==> config.mk <==
export PLATFORM = sky130hd
export DESIGN_NAME = scp_mode_ctrl
export DESIGN_NICKNAME = d
export VERILOG_FILES = /design/src/pkg/scp_pkg.sv /design/src/pkg/scp_cnt_if.sv /design/src/core/scp_pass_counter.sv /design/src/core/scp_watch_nib.sv /design/src/core/scp_mode_ctrl.sv
export SDC_FILE = /design/constraint.sdc
export NUM_CORES = 1
export LEC_CHECK = 0
export BUFFER_PORTS_ARGS = -buffer_cell sky130_fd_sc_hd__buf_2
export CELL_PAD_IN_SITES_DETAIL_PLACEMENT = 0
export CELL_PAD_IN_SITES_GLOBAL_PLACEMENT = 1
export CORE_ASPECT_RATIO = 1.2
export CORE_UTILIZATION = 44
export CTS_CLUSTER_SIZE = 16
export DETAILED_ROUTE_END_ITERATION = 6
export HOLD_SLACK_MARGIN = 0.06
export PLACE_DENSITY = 0.93
export REMOVE_ABC_BUFFERS = 1
export SLEW_MARGIN = 20
export SYNTH_ARGS = -nofsm -noshare
export SYNTH_HDL_FRONTEND = slang
export SYNTH_HIERARCHICAL = 1
export SYNTH_SLANG_ARGS = --single-unit
export TNS_END_PERCENT = 20
==> constraint.sdc <==
create_clock -name clk -period 5.45 [get_ports clk]
set_input_delay 0.2725 -clock clk [delete_from_list [all_inputs] [get_ports clk]]
set_output_delay 0.2725 -clock clk [all_outputs]
set_load 0.02 [all_outputs]
==> src/pkg/scp_pkg.sv <==
// Purpose : Shared constants and types of the sense clip mode control block
// Assumes : Avalon-MM byte addresses, one 32-bit word per register
// Notes   : All offsets, most field positions and the pass and watch reset values live here
package scp_pkg;
  // ****************************************************************
  // Register map (byte addresses)
  // ****************************************************************
  localparam logic [5:0] OFS_MODE = 6'h00;  // Probe mode and group select
  localparam logic [5:0] OFS_WHI  = 6'h04;  // watch_address_hi
  localparam logic [5:0] OFS_WLO  = 6'h08;  // watch_address_lo
  localparam logic [5:0] OFS_USE  = 6'h0C;  // Other-use claims of watch regs
  localparam logic [5:0] OFS_EVT  = 6'h10;  // event_mode_register
  localparam logic [5:0] OFS_PASS = 6'h14;  // pass_count_command
  localparam logic [5:0] OFS_STAT = 6'h18;  // Sticky status, clear on read
  localparam logic [5:0] OFS_MASK = 6'h1C;  // Interrupt mask
  localparam logic [5:0] OFS_PIN  = 6'h20;  // Live probe input levels
  localparam logic [5:0] OFS_LEFT = 6'h24;  // Passes still to go

  // ****************************************************************
  // Fields and reset values
  // ****************************************************************
  typedef enum logic [1:0] {
    MODE_IN   = 2'b00,  // All pins inputs
    MODE_EVT  = 2'b01,  // Bit 0 event output
    MODE_DATA = 2'b11   // Nibble data output
  } scp_mode_t;
  localparam int MODE_HI_BIT  = 2;   // Select watch_address_hi group
  localparam int MODE_LO_BIT  = 3;   // Select watch_address_lo group
  localparam int EVT_CARE_LSB = 8;   // Care mask field
  localparam int EVT_EN_BIT   = 16;  // Probe condition enable
  localparam int NSTAT        = 4;
  localparam int ST_FIRE      = 0;   // Pass count reached
  localparam int ST_MODE_REJ  = 1;   // Malformed mode request
  localparam int ST_PASS_REJ  = 2;   // Pass count out of range
  localparam int ST_USE_REJ   = 3;   // Watch register conflict
  localparam logic [7:0]  PASS_RST  = 8'h01;
  localparam logic [7:0]  PASS_MIN  = 8'h01;
  localparam logic [15:0] WATCH_RST = 16'h0000;
endpackage : scp_pkg

==> src/pkg/scp_cnt_if.sv <==
// Purpose : Carrier between mode control and its pass counter
// Assumes : Single clock domain
// Notes   : Count is held steady by the controller
`timescale 1ns/1ps
interface scp_cnt_if;
  logic       load;   // Reload from count
  logic [7:0] count;  // Programmed pass count
  logic       hit;    // One detection occurrence
  logic       fire;   // Pass count reached, one pulse
  logic [7:0] left;   // Occurrences still to go
  modport ctl (output load, count, hit, input fire, left);
  modport cnt (input load, count, hit, output fire, left);
endinterface : scp_cnt_if

==> src/core/scp_pass_counter.sv <==
// Purpose : Pass counter of combined event detection
// Assumes : Count never zero, enforced by the controller
// Notes   : Fire is a one-cycle pulse on the last pass
`timescale 1ns/1ps
module scp_pass_counter
  import scp_pkg::*;
(
  input wire logic clk,     // System clock
  input wire logic resetn,  // Synchronous reset, active low
  scp_cnt_if.cnt   c        // Counter side
);
  logic [7:0] left_r, left_nxt;
  logic       fire_r, fire_nxt;

  // Count down per hit, reload after firing
  always_comb begin
    left_nxt = left_r;
    fire_nxt = 1'b0;
    if (c.load) begin
      left_nxt = c.count;
    end else if (c.hit) begin
      if (left_r <= PASS_MIN) begin
        fire_nxt = 1'b1;
        left_nxt = c.count;
      end else begin
        left_nxt = left_r - PASS_MIN;
      end
    end
  end

  always_ff @(posedge clk) begin
    if (!resetn) begin
      left_r <= PASS_RST;
      fire_r <= 1'b0;
    end else begin
      left_r <= left_nxt;
      fire_r <= fire_nxt;
    end
  end

  assign c.left = left_r;
  assign c.fire = fire_r;
endmodule : scp_pass_counter

==> src/core/scp_watch_nib.sv <==
// Purpose : Address watch for one output nibble
// Assumes : One data memory access per valid cycle
// Notes   : Holds the last matched value between matches
`timescale 1ns/1ps
module scp_watch_nib
  import scp_pkg::*;
(
  input  wire logic        clk,       // System clock
  input  wire logic        resetn,    // Synchronous reset, active low
  input  wire logic [15:0] watchAddr, // Watched address
  input  wire logic [15:0] memAddr,   // Access address
  input  wire logic        memValid,  // Access strobe
  input  wire logic [3:0]  nibIn,     // Data nibble of access
  output logic      [3:0]  nibOut     // Latched nibble
);
  logic [3:0] nib_r, nib_nxt;

  // Capture only on address match
  always_comb begin
    nib_nxt = nib_r;
    if (memValid && memAddr == watchAddr) begin
      nib_nxt = nibIn;
    end
  end

  always_ff @(posedge clk) begin
    if (!resetn) begin
      nib_r <= 4'h0;
    end else begin
      nib_r <= nib_nxt;
    end
  end

  assign nibOut = nib_r;
endmodule : scp_watch_nib

==> src/core/scp_mode_ctrl.sv <==
// Purpose : Sense clip mode control with event pass counting
// Assumes : Avalon-MM slave, probe inputs synchronous to clk
// Notes   : Every output is a flip-flop
//
// Summary of operation
// - In input mode all eight probe pins are inputs and none is driven.
// - In event mode pins 1 to 7 are inputs and pin 0 is the event output.
// - In data mode the pins form a low and a high nibble, each an output on its own.
// - The hi watch address feeds pins 4 to 7, the lo one pins 0 to 3, both give all eight.
// - An output nibble shows memory data when the access address matches its watch register.
// - Input pins are sampled and changes are written to the trace memory.
// - Input levels against the event pattern form an event detection condition.
// - Pin 0 event output only ever pulls low and the far side supplies the pull-up.
// - A watch register used elsewhere cannot drive output, and one driving output cannot be claimed.
// - The current mode and group selection read back from the mode register.
// - A mode change only alters pin directions and sources, with no check of wiring.
// - The event is signalled only after detection has occurred pass-count times.
// - Pass count accepts only 1 to 255 and other values are refused.
//
// Register access over Avalon-MM and the register offsets were chosen for this implementation.
`timescale 1ns/1ps
module scp_mode_ctrl
  import scp_pkg::*;
(
  input  wire logic        clk,            // 250 MHz system clock
  input  wire logic        resetn,         // Synchronous reset, active low
  input  wire logic [5:0]  address,        // Avalon byte address
  input  wire logic        read,           // Avalon read
  input  wire logic        write,          // Avalon write
  input  wire logic [31:0] writedata,      // Avalon write data
  input  wire logic [3:0]  byteenable,     // Avalon byte lanes
  output logic      [31:0] readdata,       // Avalon read data
  output logic             waitrequest,    // Avalon stall
  output logic             irq,            // Level interrupt
  input  wire logic [7:0]  probeIn,        // Probe pin levels
  output logic      [7:0]  probeOut,       // Probe drive value
  output logic      [7:0]  probeOe,        // Probe drive enable
  input  wire logic [15:0] memAddr,        // Data memory access address
  input  wire logic [7:0]  memData,        // Data read or written
  input  wire logic        memValid,       // Access strobe
  output logic      [7:0]  traceData,      // Sampled input pins
  output logic             traceWe,        // Trace memory write
  output logic             eventDet        // Pass count reached, pulse
);
  // ****************************************************************
  // Helpers
  // ****************************************************************
  // Byte-lane merge of a write into a register view
  function automatic logic [31:0] laneMerge(input logic [31:0] old,
                                           input logic [31:0] nw,
                                           input logic [3:0]  be);
    logic [31:0] res;
    res = old;
    for (int i = 0; i < 4; i++) begin
      if (be[i]) res[i*8 +: 8] = nw[i*8 +: 8];
    end
    return res;
  endfunction : laneMerge

  // Pins that are inputs for a given mode and group selection
  function automatic logic [7:0] inMask(input scp_mode_t m, input logic hi,
                                        input logic lo);
    logic [7:0] res;
    res = 8'hFF;
    case (m)
      MODE_EVT:  res = 8'hFE;
      MODE_DATA: res = ~{{4{hi}}, {4{lo}}};
      default:   res = 8'hFF;
    endcase
    return res;
  endfunction : inMask

  // ****************************************************************
  // State
  // ****************************************************************
  scp_mode_t   mode_r, mode_nxt;
  logic        selHi_r, selHi_nxt, selLo_r, selLo_nxt;
  logic [15:0] wHi_r, wHi_nxt, wLo_r, wLo_nxt;
  logic [1:0]  use_r, use_nxt;
  logic [16:0] evt_r, evt_nxt;
  logic [7:0]  pass_r, pass_nxt;
  logic [NSTAT-1:0] stat_r, stat_nxt, mask_r, mask_nxt;
  logic        wait_r, wait_nxt, irq_r, irq_nxt;
  logic [31:0] rd_r, rd_nxt;
  logic        cond_r, cond_nxt, load_r, load_nxt;
  logic [7:0]  pOut_r, pOut_nxt, pOe_r, pOe_nxt;
  logic [7:0]  trD_r, trD_nxt;
  logic        trWe_r, trWe_nxt, det_r;
  logic [3:0]  nibHi, nibLo;
  logic        rdAcc, wrAcc, cond;
  logic [31:0] wv;
  logic [NSTAT-1:0] setSt;

  scp_cnt_if cnt ();

  // ****************************************************************
  // Submodules
  // ****************************************************************
  // Pass counter of combined detection
  scp_pass_counter u_pass (.clk(clk), .resetn(resetn), .c(cnt));

  // Nibble watches, data bit positions follow the pins
  scp_watch_nib u_hi (.clk(clk), .resetn(resetn), .watchAddr(wHi_r),
    .memAddr(memAddr), .memValid(memValid), .nibIn(memData[7:4]), .nibOut(nibHi));
  scp_watch_nib u_lo (.clk(clk), .resetn(resetn), .watchAddr(wLo_r),
    .memAddr(memAddr), .memValid(memValid), .nibIn(memData[3:0]), .nibOut(nibLo));

  assign cnt.load  = load_r;
  assign cnt.count = pass_r;
  assign cnt.hit   = cond && !cond_r;  // Count each rising occurrence

  // Access is taken on the edge where waitrequest is seen low
  assign rdAcc = read && !wait_r;
  assign wrAcc = write && !wait_r;

  // Probe condition on input pins only
  assign cond = evt_r[EVT_EN_BIT] &&
                (((probeIn ^ evt_r[7:0]) & evt_r[EVT_CARE_LSB +: 8]
                  & inMask(mode_r, selHi_r, selLo_r)) == 8'h00);

  // ****************************************************************
  // Register file and bus
  // ****************************************************************
  // Next values of all software state
  always_comb begin
    mode_nxt  = mode_r;
    selHi_nxt = selHi_r;
    selLo_nxt = selLo_r;
    wHi_nxt   = wHi_r;
    wLo_nxt   = wLo_r;
    use_nxt   = use_r;
    evt_nxt   = evt_r;
    pass_nxt  = pass_r;
    mask_nxt  = mask_r;
    load_nxt  = 1'b0;
    setSt     = '0;
    wv        = 32'h0000_0000;
    wait_nxt  = 1'b1;
    rd_nxt    = rd_r;
    setSt[ST_FIRE] = cnt.fire;
    // One wait cycle per access, then back to stall
    if ((read || write) && wait_r) begin
      wait_nxt = 1'b0;
    end
    if (read && wait_r) begin
      case (address)
        OFS_MODE: rd_nxt = {28'h0, selLo_r, selHi_r, mode_r};
        OFS_WHI:  rd_nxt = {16'h0, wHi_r};
        OFS_WLO:  rd_nxt = {16'h0, wLo_r};
        OFS_USE:  rd_nxt = {30'h0, use_r};
        OFS_EVT:  rd_nxt = {15'h0, evt_r};
        OFS_PASS: rd_nxt = {24'h0, pass_r};
        OFS_STAT: rd_nxt = {28'h0, stat_r};
        OFS_MASK: rd_nxt = {28'h0, mask_r};
        OFS_PIN:  rd_nxt = {24'h0, probeIn};
        OFS_LEFT: rd_nxt = {24'h0, cnt.left};
        default:  rd_nxt = 32'h0000_0000;
      endcase
    end
    if (wrAcc) begin
      case (address)
        OFS_MODE: begin
          wv = laneMerge({28'h0, selLo_r, selHi_r, mode_r}, writedata, byteenable);
          if (wv[1:0] == MODE_DATA) begin
            if (!wv[MODE_HI_BIT] && !wv[MODE_LO_BIT]) begin
              setSt[ST_MODE_REJ] = 1'b1;
            end else if ((wv[MODE_HI_BIT] && use_r[0]) ||
                         (wv[MODE_LO_BIT] && use_r[1])) begin
              setSt[ST_USE_REJ] = 1'b1;
            end else begin
              mode_nxt  = MODE_DATA;
              selHi_nxt = wv[MODE_HI_BIT];
              selLo_nxt = wv[MODE_LO_BIT];
            end
          end else if (wv[1:0] == MODE_IN || wv[1:0] == MODE_EVT) begin
            mode_nxt  = scp_mode_t'(wv[1:0]);
            selHi_nxt = 1'b0;
            selLo_nxt = 1'b0;
          end else begin
            setSt[ST_MODE_REJ] = 1'b1;
          end
        end
        OFS_WHI: begin
          wv = laneMerge({16'h0, wHi_r}, writedata, byteenable);
          wHi_nxt = wv[15:0];
        end
        OFS_WLO: begin
          wv = laneMerge({16'h0, wLo_r}, writedata, byteenable);
          wLo_nxt = wv[15:0];
        end
        OFS_USE: begin
          wv = laneMerge({30'h0, use_r}, writedata, byteenable);
          if ((wv[0] && mode_r == MODE_DATA && selHi_r) ||
              (wv[1] && mode_r == MODE_DATA && selLo_r)) begin
            setSt[ST_USE_REJ] = 1'b1;
          end else begin
            use_nxt = wv[1:0];
          end
        end
        OFS_EVT: begin
          wv = laneMerge({15'h0, evt_r}, writedata, byteenable);
          evt_nxt = wv[16:0];
        end
        OFS_PASS: begin
          wv = laneMerge({24'h0, pass_r}, writedata, byteenable);
          if (wv[31:8] != 24'h0 || wv[7:0] < PASS_MIN) begin
            setSt[ST_PASS_REJ] = 1'b1;
          end else begin
            pass_nxt = wv[7:0];
            load_nxt = 1'b1;
          end
        end
        OFS_MASK: begin
          wv = laneMerge({28'h0, mask_r}, writedata, byteenable);
          mask_nxt = wv[NSTAT-1:0];
        end
        default: wv = 32'h0000_0000;
      endcase
    end
    // Read clears only what it reported, so a new set is kept
    stat_nxt = stat_r;
    if (rdAcc && address == OFS_STAT) begin
      stat_nxt = stat_r & ~rd_r[NSTAT-1:0];
    end
    stat_nxt = stat_nxt | setSt;
    irq_nxt  = |(stat_nxt & mask_nxt);
  end

  // Software state, reset to all inputs
  always_ff @(posedge clk) begin
    if (!resetn) begin
      mode_r  <= MODE_IN;
      selHi_r <= 1'b0;
      selLo_r <= 1'b0;
      wHi_r   <= WATCH_RST;
      wLo_r   <= WATCH_RST;
      use_r   <= 2'b00;
      evt_r   <= '0;
      pass_r  <= PASS_RST;
      stat_r  <= '0;
      mask_r  <= '0;
      wait_r  <= 1'b1;
      rd_r    <= 32'h0000_0000;
      irq_r   <= 1'b0;
      load_r  <= 1'b1;
    end else begin
      mode_r  <= mode_nxt;
      selHi_r <= selHi_nxt;
      selLo_r <= selLo_nxt;
      wHi_r   <= wHi_nxt;
      wLo_r   <= wLo_nxt;
      use_r   <= use_nxt;
      evt_r   <= evt_nxt;
      pass_r  <= pass_nxt;
      stat_r  <= stat_nxt;
      mask_r  <= mask_nxt;
      wait_r  <= wait_nxt;
      rd_r    <= rd_nxt;
      irq_r   <= irq_nxt;
      load_r  <= load_nxt;
    end
  end

  // ****************************************************************
  // Probe pins and trace
  // ****************************************************************
  // Directions follow the mode, group selection and fire status; wiring is never probed
  always_comb begin
    pOut_nxt = 8'h00;
    pOe_nxt  = 8'h00;
    case (mode_r)
      MODE_EVT: begin
        pOe_nxt[0] = stat_r[ST_FIRE];  // Pull low only
      end
      MODE_DATA: begin
        pOe_nxt  = {{4{selHi_r}}, {4{selLo_r}}};
        pOut_nxt = {nibHi, nibLo} & pOe_nxt;
      end
      default: pOe_nxt = 8'h00;
    endcase
    // Driven pins read as zero in the trace
    trD_nxt  = probeIn & inMask(mode_r, selHi_r, selLo_r);
    trWe_nxt = (trD_nxt != trD_r);
    cond_nxt = cond;
  end

  always_ff @(posedge clk) begin
    if (!resetn) begin
      pOut_r <= 8'h00;
      pOe_r  <= 8'h00;
      trD_r  <= 8'h00;
      trWe_r <= 1'b0;
      cond_r <= 1'b0;
      det_r  <= 1'b0;
    end else begin
      pOut_r <= pOut_nxt;
      pOe_r  <= pOe_nxt;
      trD_r  <= trD_nxt;
      trWe_r <= trWe_nxt;
      cond_r <= cond_nxt;
      det_r  <= cnt.fire;
    end
  end

  assign readdata    = rd_r;
  assign waitrequest = wait_r;
  assign irq         = irq_r;
  assign probeOut    = pOut_r;
  assign probeOe     = pOe_r;
  assign traceData   = trD_r;
  assign traceWe     = trWe_r;
  assign eventDet    = det_r;
endmodule : scp_mode_ctrl

# == After elaboration in Yosys (flattened, before gate mapping) ==
# Index checks and enable logic that the tools add are counted.
# totals
reg_bits,147
in_bits,79
output_inout_bits,60
elab_cells,164
# classes
add_sub_neg,1
order_cmp,2
eq_ne,18
muxes,56
bitwise_logic,14
n_reduce_logical,44
# op_table
cell,n
one-hot mux 17 bit (10 select lines),1
two-way mux 8 bit,15
AND 8 bit,4
== test 16 bit,2
two-way mux 4 bit,7
AND reduction 3 bit,9
"== test 6 x 5 -> 1 bit, second input constant",4
nonzero test 24 bit,1
two-way mux 1 bit,22
logical AND 1 bit,16
one-hot mux 8 bit (2 select lines),1
two-way mux 2 bit,7
"== test 6 x 4 -> 1 bit, second input constant",2
"== test 6 bit, second input constant",2
AND 4 bit,2
"<= comparator 8 x 1 -> 1 bit, second input constant",1
zero test 8 bit,1
"< comparator 8 x 1 -> 1 bit, second input constant",1
!= test 8 bit,1
NOT 8 bit,1
"subtractor 8 x 1 -> 8 bit, second input constant",1
bitwise XOR 8 bit,1
"== test 6 x 3 -> 1 bit, second input constant",1
zero test 6 bit,1
16 further kinds,31

# == Depth between registers and ports, before layout ==
# Gate-level depths: netlist (run 1).
# logic_depth
word_depth,13
ltp_mapped,11

# == Cells and area by module ==
# Netlist (run 1), hierarchy kept.
# modules_own_cells
module,n_inst,cells_per_inst,area_each_um2
scp_mode_ctrl,1,592,5363.9
scp_watch_nib,2,41,352.8
scp_pass_counter,1,80,630.6

# == Worst setup path before layout (run 1) ==
# Ideal clock, no wire load.
# synth_timing
kind,reg-to-reg
from,reg mode_r[1]
to,reg u_pass.left_r[0] (netlist: u_pass/c.left[0])
setup_ns,0.125
arrival_time_ns,2.179
required_time_ns,5.325
path_slack_ns,3.146
path_stages_with_launch,11
path_buffers,3
path_cell_list,dfxtp_1 clkbuf_1 and3_1 clkbuf_1 a21oi_1 nor3b_1 nor2b_1 clkbuf_1 nor2b_1 and3_1 o31ai_2
# synth_via
elab_chain_cells,7
word_cells_on_any_way,8
classes_between,2 x eq/ne; 1 x mux; 1 x bitwise; 4 x reduce/logical
# synth_lines
element,line,rtl
start: declaration,scp_mode_ctrl.sv:76,"scp_mode_t mode_r, mode_nxt;"
start signal: assignment,scp_mode_ctrl.sv:247,mode_r <= mode_nxt;
== test 2 bit / == test 2 x 1 -> 1 bit (equally long branches),scp_mode_ctrl.sv:65,case (m)
one-hot mux 8 bit (2 select lines) *,scp_mode_ctrl.sv:65,
AND 8 bit *,scp_mode_ctrl.sv:119,"& inMask(mode_r, selHi_r, selLo_r)) == 8'h00);"
zero test 8 bit *,scp_mode_ctrl.sv:118,(((probeIn ^ evt_r[7:0]) & evt_r[EVT_CARE_LSB +: 8]
logical AND 1 bit *,scp_mode_ctrl.sv:117,assign cond = evt_r[EVT_EN_BIT] &&
logical AND 1 bit *,scp_mode_ctrl.sv:110,assign cnt.hit = cond && !cond_r;
named net cnt.hit,scp_cnt_if.sv:8,logic hit;
nonzero test 2 bit (no source line) *,n/a,
end signal: assignment,scp_pass_counter.sv:36,left_r <= left_nxt;
end: declaration,scp_pass_counter.sv:12,"logic [7:0] left_r, left_nxt;"
# Mark *: on every way through the listed nets, which the timed path passes. The rest lies on a longest branch.
# A chain may end at the register's enable or synchronous reset.

# == Worst setup path after layout (run 1) ==
# layout_timing
from,reg mode_r[0]
to,reg u_pass.left_r[0] (netlist: u_pass/c.left[0])
# Same word-level chain as after synthesis.

==> reports/results.tsv, run 1 <==
metric	value	unit
status	complete, but fails checks	
violations	DRC	
ctsResizeCount	0	
gp_congestion	0.921	
first_pass_iters	7	
synth_area_leader_cell	dfxtp_1	
endpoint_kind	register	
fmax	339	MHz
p_per_area	294	nW/um^2
ys_top_cells_by_area	dfxtp_1 39%, mux2i_1 9.0%, xor2_1 5.1%, nor2_1 4.0%, a21oi_1 3.6%	
dieHeight	137	um
worstPathRequired	5720	ps
viasPerCell	5.78	
dp_hpwl	14.2	mm
rows	49	
syn_area_per_cell	8.89	um^2
grt_max_degree	46	
rsz0062_at_grt	false	
leakage	0.00337	uW
drtIter0Drc	638	
ir_drop	230	uV
fin_total_pwr	2330	uW
clock-sinks	130	
clockBufferDepth	2	
synth_async_sr_flop_share	0	
post_drt_wl_per_cell	18.5	um
drc	2	
syn2layout_area_growth	18.2	%
final_area	7920	um^2
track_usage	0.253	
grt_overflow	0	
reg2reg_from	mode_r[0]	
synth_most_common_cell	dfxtp_1	
clk_pin_slew	50	ps
synth.distinct_cells	72	
ys_seq_area_frac	0.388	
worst_hold_path.endpoint	waitrequest	
vias	6173	
start_kind	register	
min-delay-path-class	input pin to register	
initial_core_util	0.448	
hold_viol_final	0	
ctsHoldBuffers	0	
min_period	2950	ps
worstPathArrival	3220	ps
yosys_warnings	6	
setup_viol	0	
timing.hold.ws	102	ps
hold_path_startpoint	write	
yosys_register_bits	130	
postRouteAntennaNets	0	
yosysTopAreaCellShare	0.388	
port-buffer-count	123	
synthCells	754	
n_antenna_cell	0	
path_max_fanout	11	
io_pins	139	
clk-insertion-delay-late	420	ps
numCtsBuffers	17	
clockRootBuffer	clkbuf_16	
period_share	0.541	
synthTopCellsByCount	130 x dfxtp_1, 72 x nor2_1, 60 x mux2i_1, 48 x a21oi_1, 46 x nand2_1	
postCtsSetupBuffers	0	
ff2ff_setup_slack	2500	ps
dpl_cell_area	7300	um^2
final_nets	933	
dpl.cell_count	1037	
rr_worst_depth	7	
clock_skew	6.75	ps
dieArea	15700	um^2
nFillCells	1414	
relSlewSlack	0.308	
antenna_found_initial	0	
tightest_slew	1030	ps
maxCapViolations	0	
cts_max_level	4	
ys.flop_type	dfxtp_1	
die_x	115	um
maxSlewViolCount	0	
path_class	register to register	
grt_pass1_wl	30.2	mm
setup_tns	0	ps
final_cells	1068	
timing.rr.end	u_pass/c.left[0]	
core	15000	um^2
synth_edf_count	0	
drive_above_1_share	0.221	
hold_path_depth	2	
cts_tree	built	
routed_wirelength	19.7	mm
grt_pass1_vias	5657	
synth_area	6700	um^2
flip-flops by register name (all words and copies together) (netlist names), 8 cells and up:
name	count
wLo_r	16
readdata	17
traceData	8
u_pass/c.left	8
cnt.count	8
wHi_r	16
evt_r	17
probeOut	8
how the worst max path moves through the flow:
| stage | start | end | slack [ps] | cells past startpoint |
|---|---|---|---|---|
| floorplan | waitrequest | irq | 3280 | 5 |
| global placement | address[2] | wLo_r[14] | 2610 | 6 |
| detailed placement | address[2] | wLo_r[11] | 2590 | 6 |
| CTS | mode_r[1] | u_pass/c.left[0] | 2580 | 7 |
| global route | mode_r[0] | u_pass/c.left[0] | 2380 | 7 |
| finish | mode_r[0] | u_pass/c.left[0] | 2500 | 7 |
cell families (layout without fill, tap and decap cells):
family                   after synthesis  in the layout  synth area share
AND/OR/NAND/NOR                      266            266             0.221
AO/OA/AOI/OAI                        169            169             0.171
flip-flops                           130            130             0.388
buffers and inverters                 76            172            0.0588
multiplexers                          64             64            0.0964
XOR/XNOR                              46             46            0.0601
adder cells (fa/ha/maj)                2              2           0.00373
other                                  1             15          0.000560
layer usage:
layer  global-route usage  vias to the layer above  part of all wire
met5                    0                        -                 0
met4                0.123                        0             0.035
met3               0.0497                       56             0.062
met2                0.443                      290              0.50
met1                0.295                     2923              0.41
li1                     -                     2904                 -
through the flow:
step,utilization,worst slack [ps]
2_1_floorplan,-,3280
3_3_place_gp,0.488,2610
3_5_place_dp,0.488,2590
4_1_cts,0.530,2580
5_1_grt,0.530,2380
6_report,0.530,2500
cell usage in the layout, fill, tap and decap left out, drive strengths merged, types with 21 or more instances in the layout:
cell    synthesis  final
a21oi          48     48
a22oi          28     28
and3           26     26
buf            35    125
clkbuf         25     21
dfxtp         130    130
mux2i          60     60
nand2          46     46
nand3          37     37
nor2           75     75
o21ai          30     30
xor2           39     39
critical path, stage by stage (launching register included):
cell     delay, ps
dfxtp_1        520
and3_1         440
a21oi_1         70
nor3b_1        320
nor2b_1        630
nor2b_1        510
and3_1         240
o31ai_2         60
report_power, final:
group | leakage [uW] | switching [uW] | internal (uW)
registers | 0.00105 | 7.65 | 956
clock network | 0.000295 | 418 | 784
logic | 0.00203 | 112 | 52.9
area by class of cell:
cell class	count	area, um^2	share of cell area
inverter	16	60.1	0.00758
clock buffer	21	460	0.0581
tap	204	255	0.0322
sequential	130	2600	0.328
multi-input combinational	562	3760	0.474
clock inverter	10	158	0.0199
timing repair buffer	125	631	0.0796
(Power assumes the default switching activity.)
==> run 2: changes to the inputs <==
- CORE_UTILIZATION: 44 -> 41
- PLACE_DENSITY: 0.93 -> 0.88
- clock period: 5.45 -> 3 ns (I/O delays scaled with it)
==> reports/results.tsv, run 2 (synthesis results as in run 1) <==
metric	value	unit
numCtsBuffers	17	
ff2ff_setup_slack	530	ps
setup_tns	0	ps
rsz0062_at_grt	false	
routed_wirelength	20.5	mm
cp_top_family	simple AND/OR/NAND/NOR gates	
fmax	406	MHz
grt_pass1_vias	5941	
path_max_fanout	11	
p_int	2910	uW
dieHeight	142	um
io_pins	139	
viasPerCell	5.65	
place_ws	597	ps
rr_worst_depth	8	
post_drt_wl_per_cell	18.6	um
maxSlewViolCount	0	
min-delay-path-class	input pin to register	
postCtsSetupBuffers	0	
cp_slowest_cell	dfxtp_1	
start_kind	register	
grt_max_degree	71	
leakage	0.00348	uW
clk_pin_slew	60	ps
reg2reg_from	mode_r[0]	
tightest_slew	738	ps
worstPathArrival	2750	ps
grt_pass1_wl	31.9	mm
multi_input_area	3760	um^2
rows	50	
timing.rr.end	u_pass/c.left[0]	
path_class	register to register	
top_usage_layer	met2	
violations	DRC	
clkPwrFrac	0.460	
cts_max_level	4	
layout_commonest_cell	dfxtp_1	
path_cells	and3_1 -> a21oi_1 -> nor3b_1 -> nor2b_1 -> buf_4 -> nor2b_1 -> and3_1 -> o31ai_2	
regArea	2600	um^2
drc	6	
hold_path_depth	3	
port-buffer-count	123	
slowest_delay	520	ps
track_usage	0.245	
clock-sinks	130	
setup_slack	534	ps
period_share	0.822	
p_per_area	476	nW/um^2
layout_common_cells	130 x dfxtp_1, 123 x buf_2, 72 x nor2_1	
grt_overflow	0	
final_nets	968	
swShare	0.247	
clock_skew	11.5	ps
antenna_found_initial	0	
postRouteAntennaNets	0	
gp_congestion	0.871	
clk-insertion-delay-late	420	ps
vias	6235	
syn2layout_area_growth	21.2	%
hold_path_startpoint	writedata[8]	
drive_above_1_share	0.223	
relSlewSlack	0.508	
grtUsageMet1	0.285	
cts_tree	built	
n_antenna_cell	0	
hold_viol_final	0	
crit_buf_inv	1	
endpoint_kind	register	
seqPwrFrac	0.454	
dieArea	16900	um^2
min_period	2470	ps
maxCapViolations	0	
first_pass_iters	7	
use_met2	0.430	
met3_usage	0.0441	
clockBufferDepth	2	
core	15800	um^2
status	complete, but fails checks	
ir_drop	418	uV
nFillCells	1511	
combPwrFrac	0.087	
worst_hold_path.endpoint	wLo_r[8]	
drtIter0Drc	477	
power_switching	955	uW
setup_viol	0	
dp_hpwl	15.1	mm
worstPathRequired	3280	ps
clockRootBuffer	clkbuf_16	
initial_core_util	0.425	
die_x	119	um
-- run 2: final cells by class --
type	instances	area share
multi-input combinational	562	0.463
clock buffer	21	0.0555
inverter	16	0.00740
sequential	130	0.321
tap	208	0.0321
clock inverter	7	0.00493
timing repair buffer	160	0.117
-- run 2: power by group through the flow --
| stage | Combinational, uW | Sequential (uW) | Clock, uW |
|---|---|---|---|
| 5_1_grt | 357 | 1750 | 1870 |
| 4_1_cts | 332 | 1750 | 1780 |
| 6_report | 335 | 1750 | 1770 |
| 2_1_floorplan | 132 | 1790 | 0 |
| 3_3_place_gp | 307 | 1790 | 0 |
| 3_5_place_dp | 308 | 1790 | 0 |
-- run 2: worst max-delay path by stage --
stage,cells after the start,to,start
global route,8,u_pass/c.left[0],mode_r[1]
global placement,8,u_pass/c.left[0],mode_r[0]
finish,8,u_pass/c.left[0],mode_r[0]
CTS,8,u_pass/c.left[0],mode_r[1]
floorplan,5,irq,waitrequest
detailed placement,8,u_pass/c.left[0],mode_r[1]
-- run 2: stage by stage --
step | instances | utilization | total power (uW) | area (um^2) | hold slack [ps]
floorplan | 708 | - | 1930 | 6420 | 212
global placement | 1054 | 0.470 | 2100 | 7410 | 410
detailed placement | 1054 | 0.470 | 2100 | 7410 | 415
CTS | 1104 | 0.515 | 3870 | 8120 | 61.1
global route | 1104 | 0.515 | 3980 | 8120 | 62.1
finish | 1104 | 0.515 | 3860 | 8120 | 61.8
-- run 2: per-layer routing --
metal | share of wire | wire, um
met5 | 0 | 0
met2 | 0.50 | 10200
met1 | 0.41 | 8400
met3 | 0.058 | 1180
met4 | 0.037 | 750
-- run 2: tightest hold or removal path, cell delays in order --
cell and delay (ps):
buf_2 130, mux2i_1 80, nor2_1 80
-- run 2: timing repair --
item	CTS	global route
gates resized for setup	0	0
hold buffers	22	0
hold endpoints to repair	32	0
==> run 3: changes to the inputs <==
- CORE_UTILIZATION: 41 -> 37
- PLACE_DENSITY: 0.88 -> 0.84
- clock period: 3 -> 2 ns (I/O delays scaled with it)
==> reports/results.tsv, run 3 (synthesis results as in run 1) <==
metric	value	unit
ff2ff_setup_slack	-80	ps
fmax	480	MHz
dieHeight	149	um
hold_path_depth	3	
start_kind	register	
clock-sinks	130	
clockBufferDepth	2	
port-buffer-count	123	
postRouteAntennaNets	0	
cts_tree	built	
dpl.cell_count	1119	
routed_wirelength	21.9	mm
clk-insertion-delay-late	420	ps
p_per_area	689	nW/um^2
clock_skew	8.37	ps
rows	53	
die_x	125	um
final_cells	1180	
min-delay-path-class	input pin to register	
timing.hold.ws	84.6	ps
dieArea	18700	um^2
initial_core_util	0.380	
final_nets	1031	
reg2reg_from	evt_r[0]	
track_usage	0.237	
rsz0062_at_grt	true	
layout_common_cells	125 x dfxtp_1, 123 x buf_2, 72 x nor2_1	
maxSlewViolCount	0	
clk_pin_slew	60	ps
timing.rr.end	u_pass/c.left[4]	
final_area	8830	um^2
hold_viol_final	0	
setup_slack	-81.6	ps
relSlewSlack	0.597	
viasPerCell	5.53	
status	complete, but fails checks	
grt_max_degree	31	
leakage	0.00384	uW
setup_viol	4	
rr_worst_depth	11	
antenna_found_initial	0	
tightest_slew	604	ps
crit_start	evt_r[0]	
worstPathArrival	2410	ps
path_class	register to register	
setup_tns	-152	ps
drtIter0Drc	509	
period_share	1.04	
endpoint_kind	register	
ir_drop	590	uV
drive_above_1_share	0.293	
gp_congestion	0.915	
layout_commonest_cell	dfxtp_1	
grt_pass1_wl	33.8	mm
dpl_cell_area	7860	um^2
cts_max_level	4	
syn2layout_area_growth	31.8	%
post_drt_wl_per_cell	18.6	um
io_pins	139	
clockRootBuffer	clkbuf_16	
vias	6527	
path_max_fanout	5	
numCtsBuffers	17	
worstPathRequired	2330	ps
n_antenna_cell	0	
dp_hpwl	16.3	mm
endpoint	u_pass/c.left[4]	
nFillCells	1755	
min_period	2080	ps
maxCapViolations	0	
drc	28	
violations	DRC, setup timing	
core	17600	um^2
first_pass_iters	7	
grt_pass1_vias	6254	
place_ws	-134	ps
grt_overflow	0	
run 3: cell count changes in the layout (fill, tap and decap cells not counted), moves of 2 or more:
| cell | change |
|---|---|
| a21oi_2 | +3 |
| dfxtp_1 | -5 |
| clkbuf_8 | +2 |
| o21ai_0 | -3 |
| dfxtp_2 | +5 |
| buf_4 | +50 |
| dlygate4sd3_1 | +6 |
| buf_12 | +3 |
| a21oi_1 | -3 |
| buf_6 | +4 |
| o21ai_2 | +2 |
run 3: routing by layer:
layer | vias to the layer above | part of all wire | GRT usage
li1 | 3093 | - | -
met1 | 3129 | 0.42 | 0.280
met2 | 257 | 0.50 | 0.416
met3 | 48 | 0.053 | 0.0408
met4 | 0 | 0.031 | 0.118
met5 | - | 0 | 0
run 3: through the flow:
stage | utilization | total power, uW
floorplan | - | 2890
global placement | 0.445 | 3190
detailed placement | 0.445 | 3190
CTS | 0.495 | 6100
global route | 0.501 | 6280
finish | 0.501 | 6080
run 3: repair_timing:
action / CTS / global route
hold endpoints to repair: 54 / 0
setup endpoints to repair: 7 / 16
hold buffers: 28 / 0
resized for setup: 10 / 23
pin swaps: 11 / 9
buffers inserted: 3 / 1
run 3: how the worst min path moves through the flow:
stage,from,to,slack (ps)
finish,probeIn[2],traceData[2],80
global route,probeIn[2],traceData[2],90
CTS,probeIn[2],traceData[2],80
detailed placement,write,waitrequest,350
global placement,write,waitrequest,340
floorplan,resetn,cnt.load,160
run 3: cell type report:
cell class | instances | area (um^2) | area share
inverter | 16 | 60.1 | 0.00680
clock buffer | 23 | 478 | 0.0541
multi-input combinational | 562 | 3860 | 0.437
clock inverter | 6 | 57.6 | 0.00652
sequential | 130 | 2610 | 0.295
timing repair buffer | 223 | 1490 | 0.169
tap | 220 | 275 | 0.0312
run 3: worst max-delay path, cell delays in order, from the launching register on:
cell	delay (ps)
dfxtp_2	320
xor2_1	140
a32oi_2	220
a21oi_2	100
nor3b_2	230
nor2b_4	180
buf_6	130
nand4bb_4	150
buf_6	150
nor2_1	70
a21oi_1	80
o32ai_2	220
run 3: where the power goes:
group	switching, uW	internal, uW	total [uW]
combinational	340	223	563
sequential	19.2	2610	2630
clock	1120	1780	2890
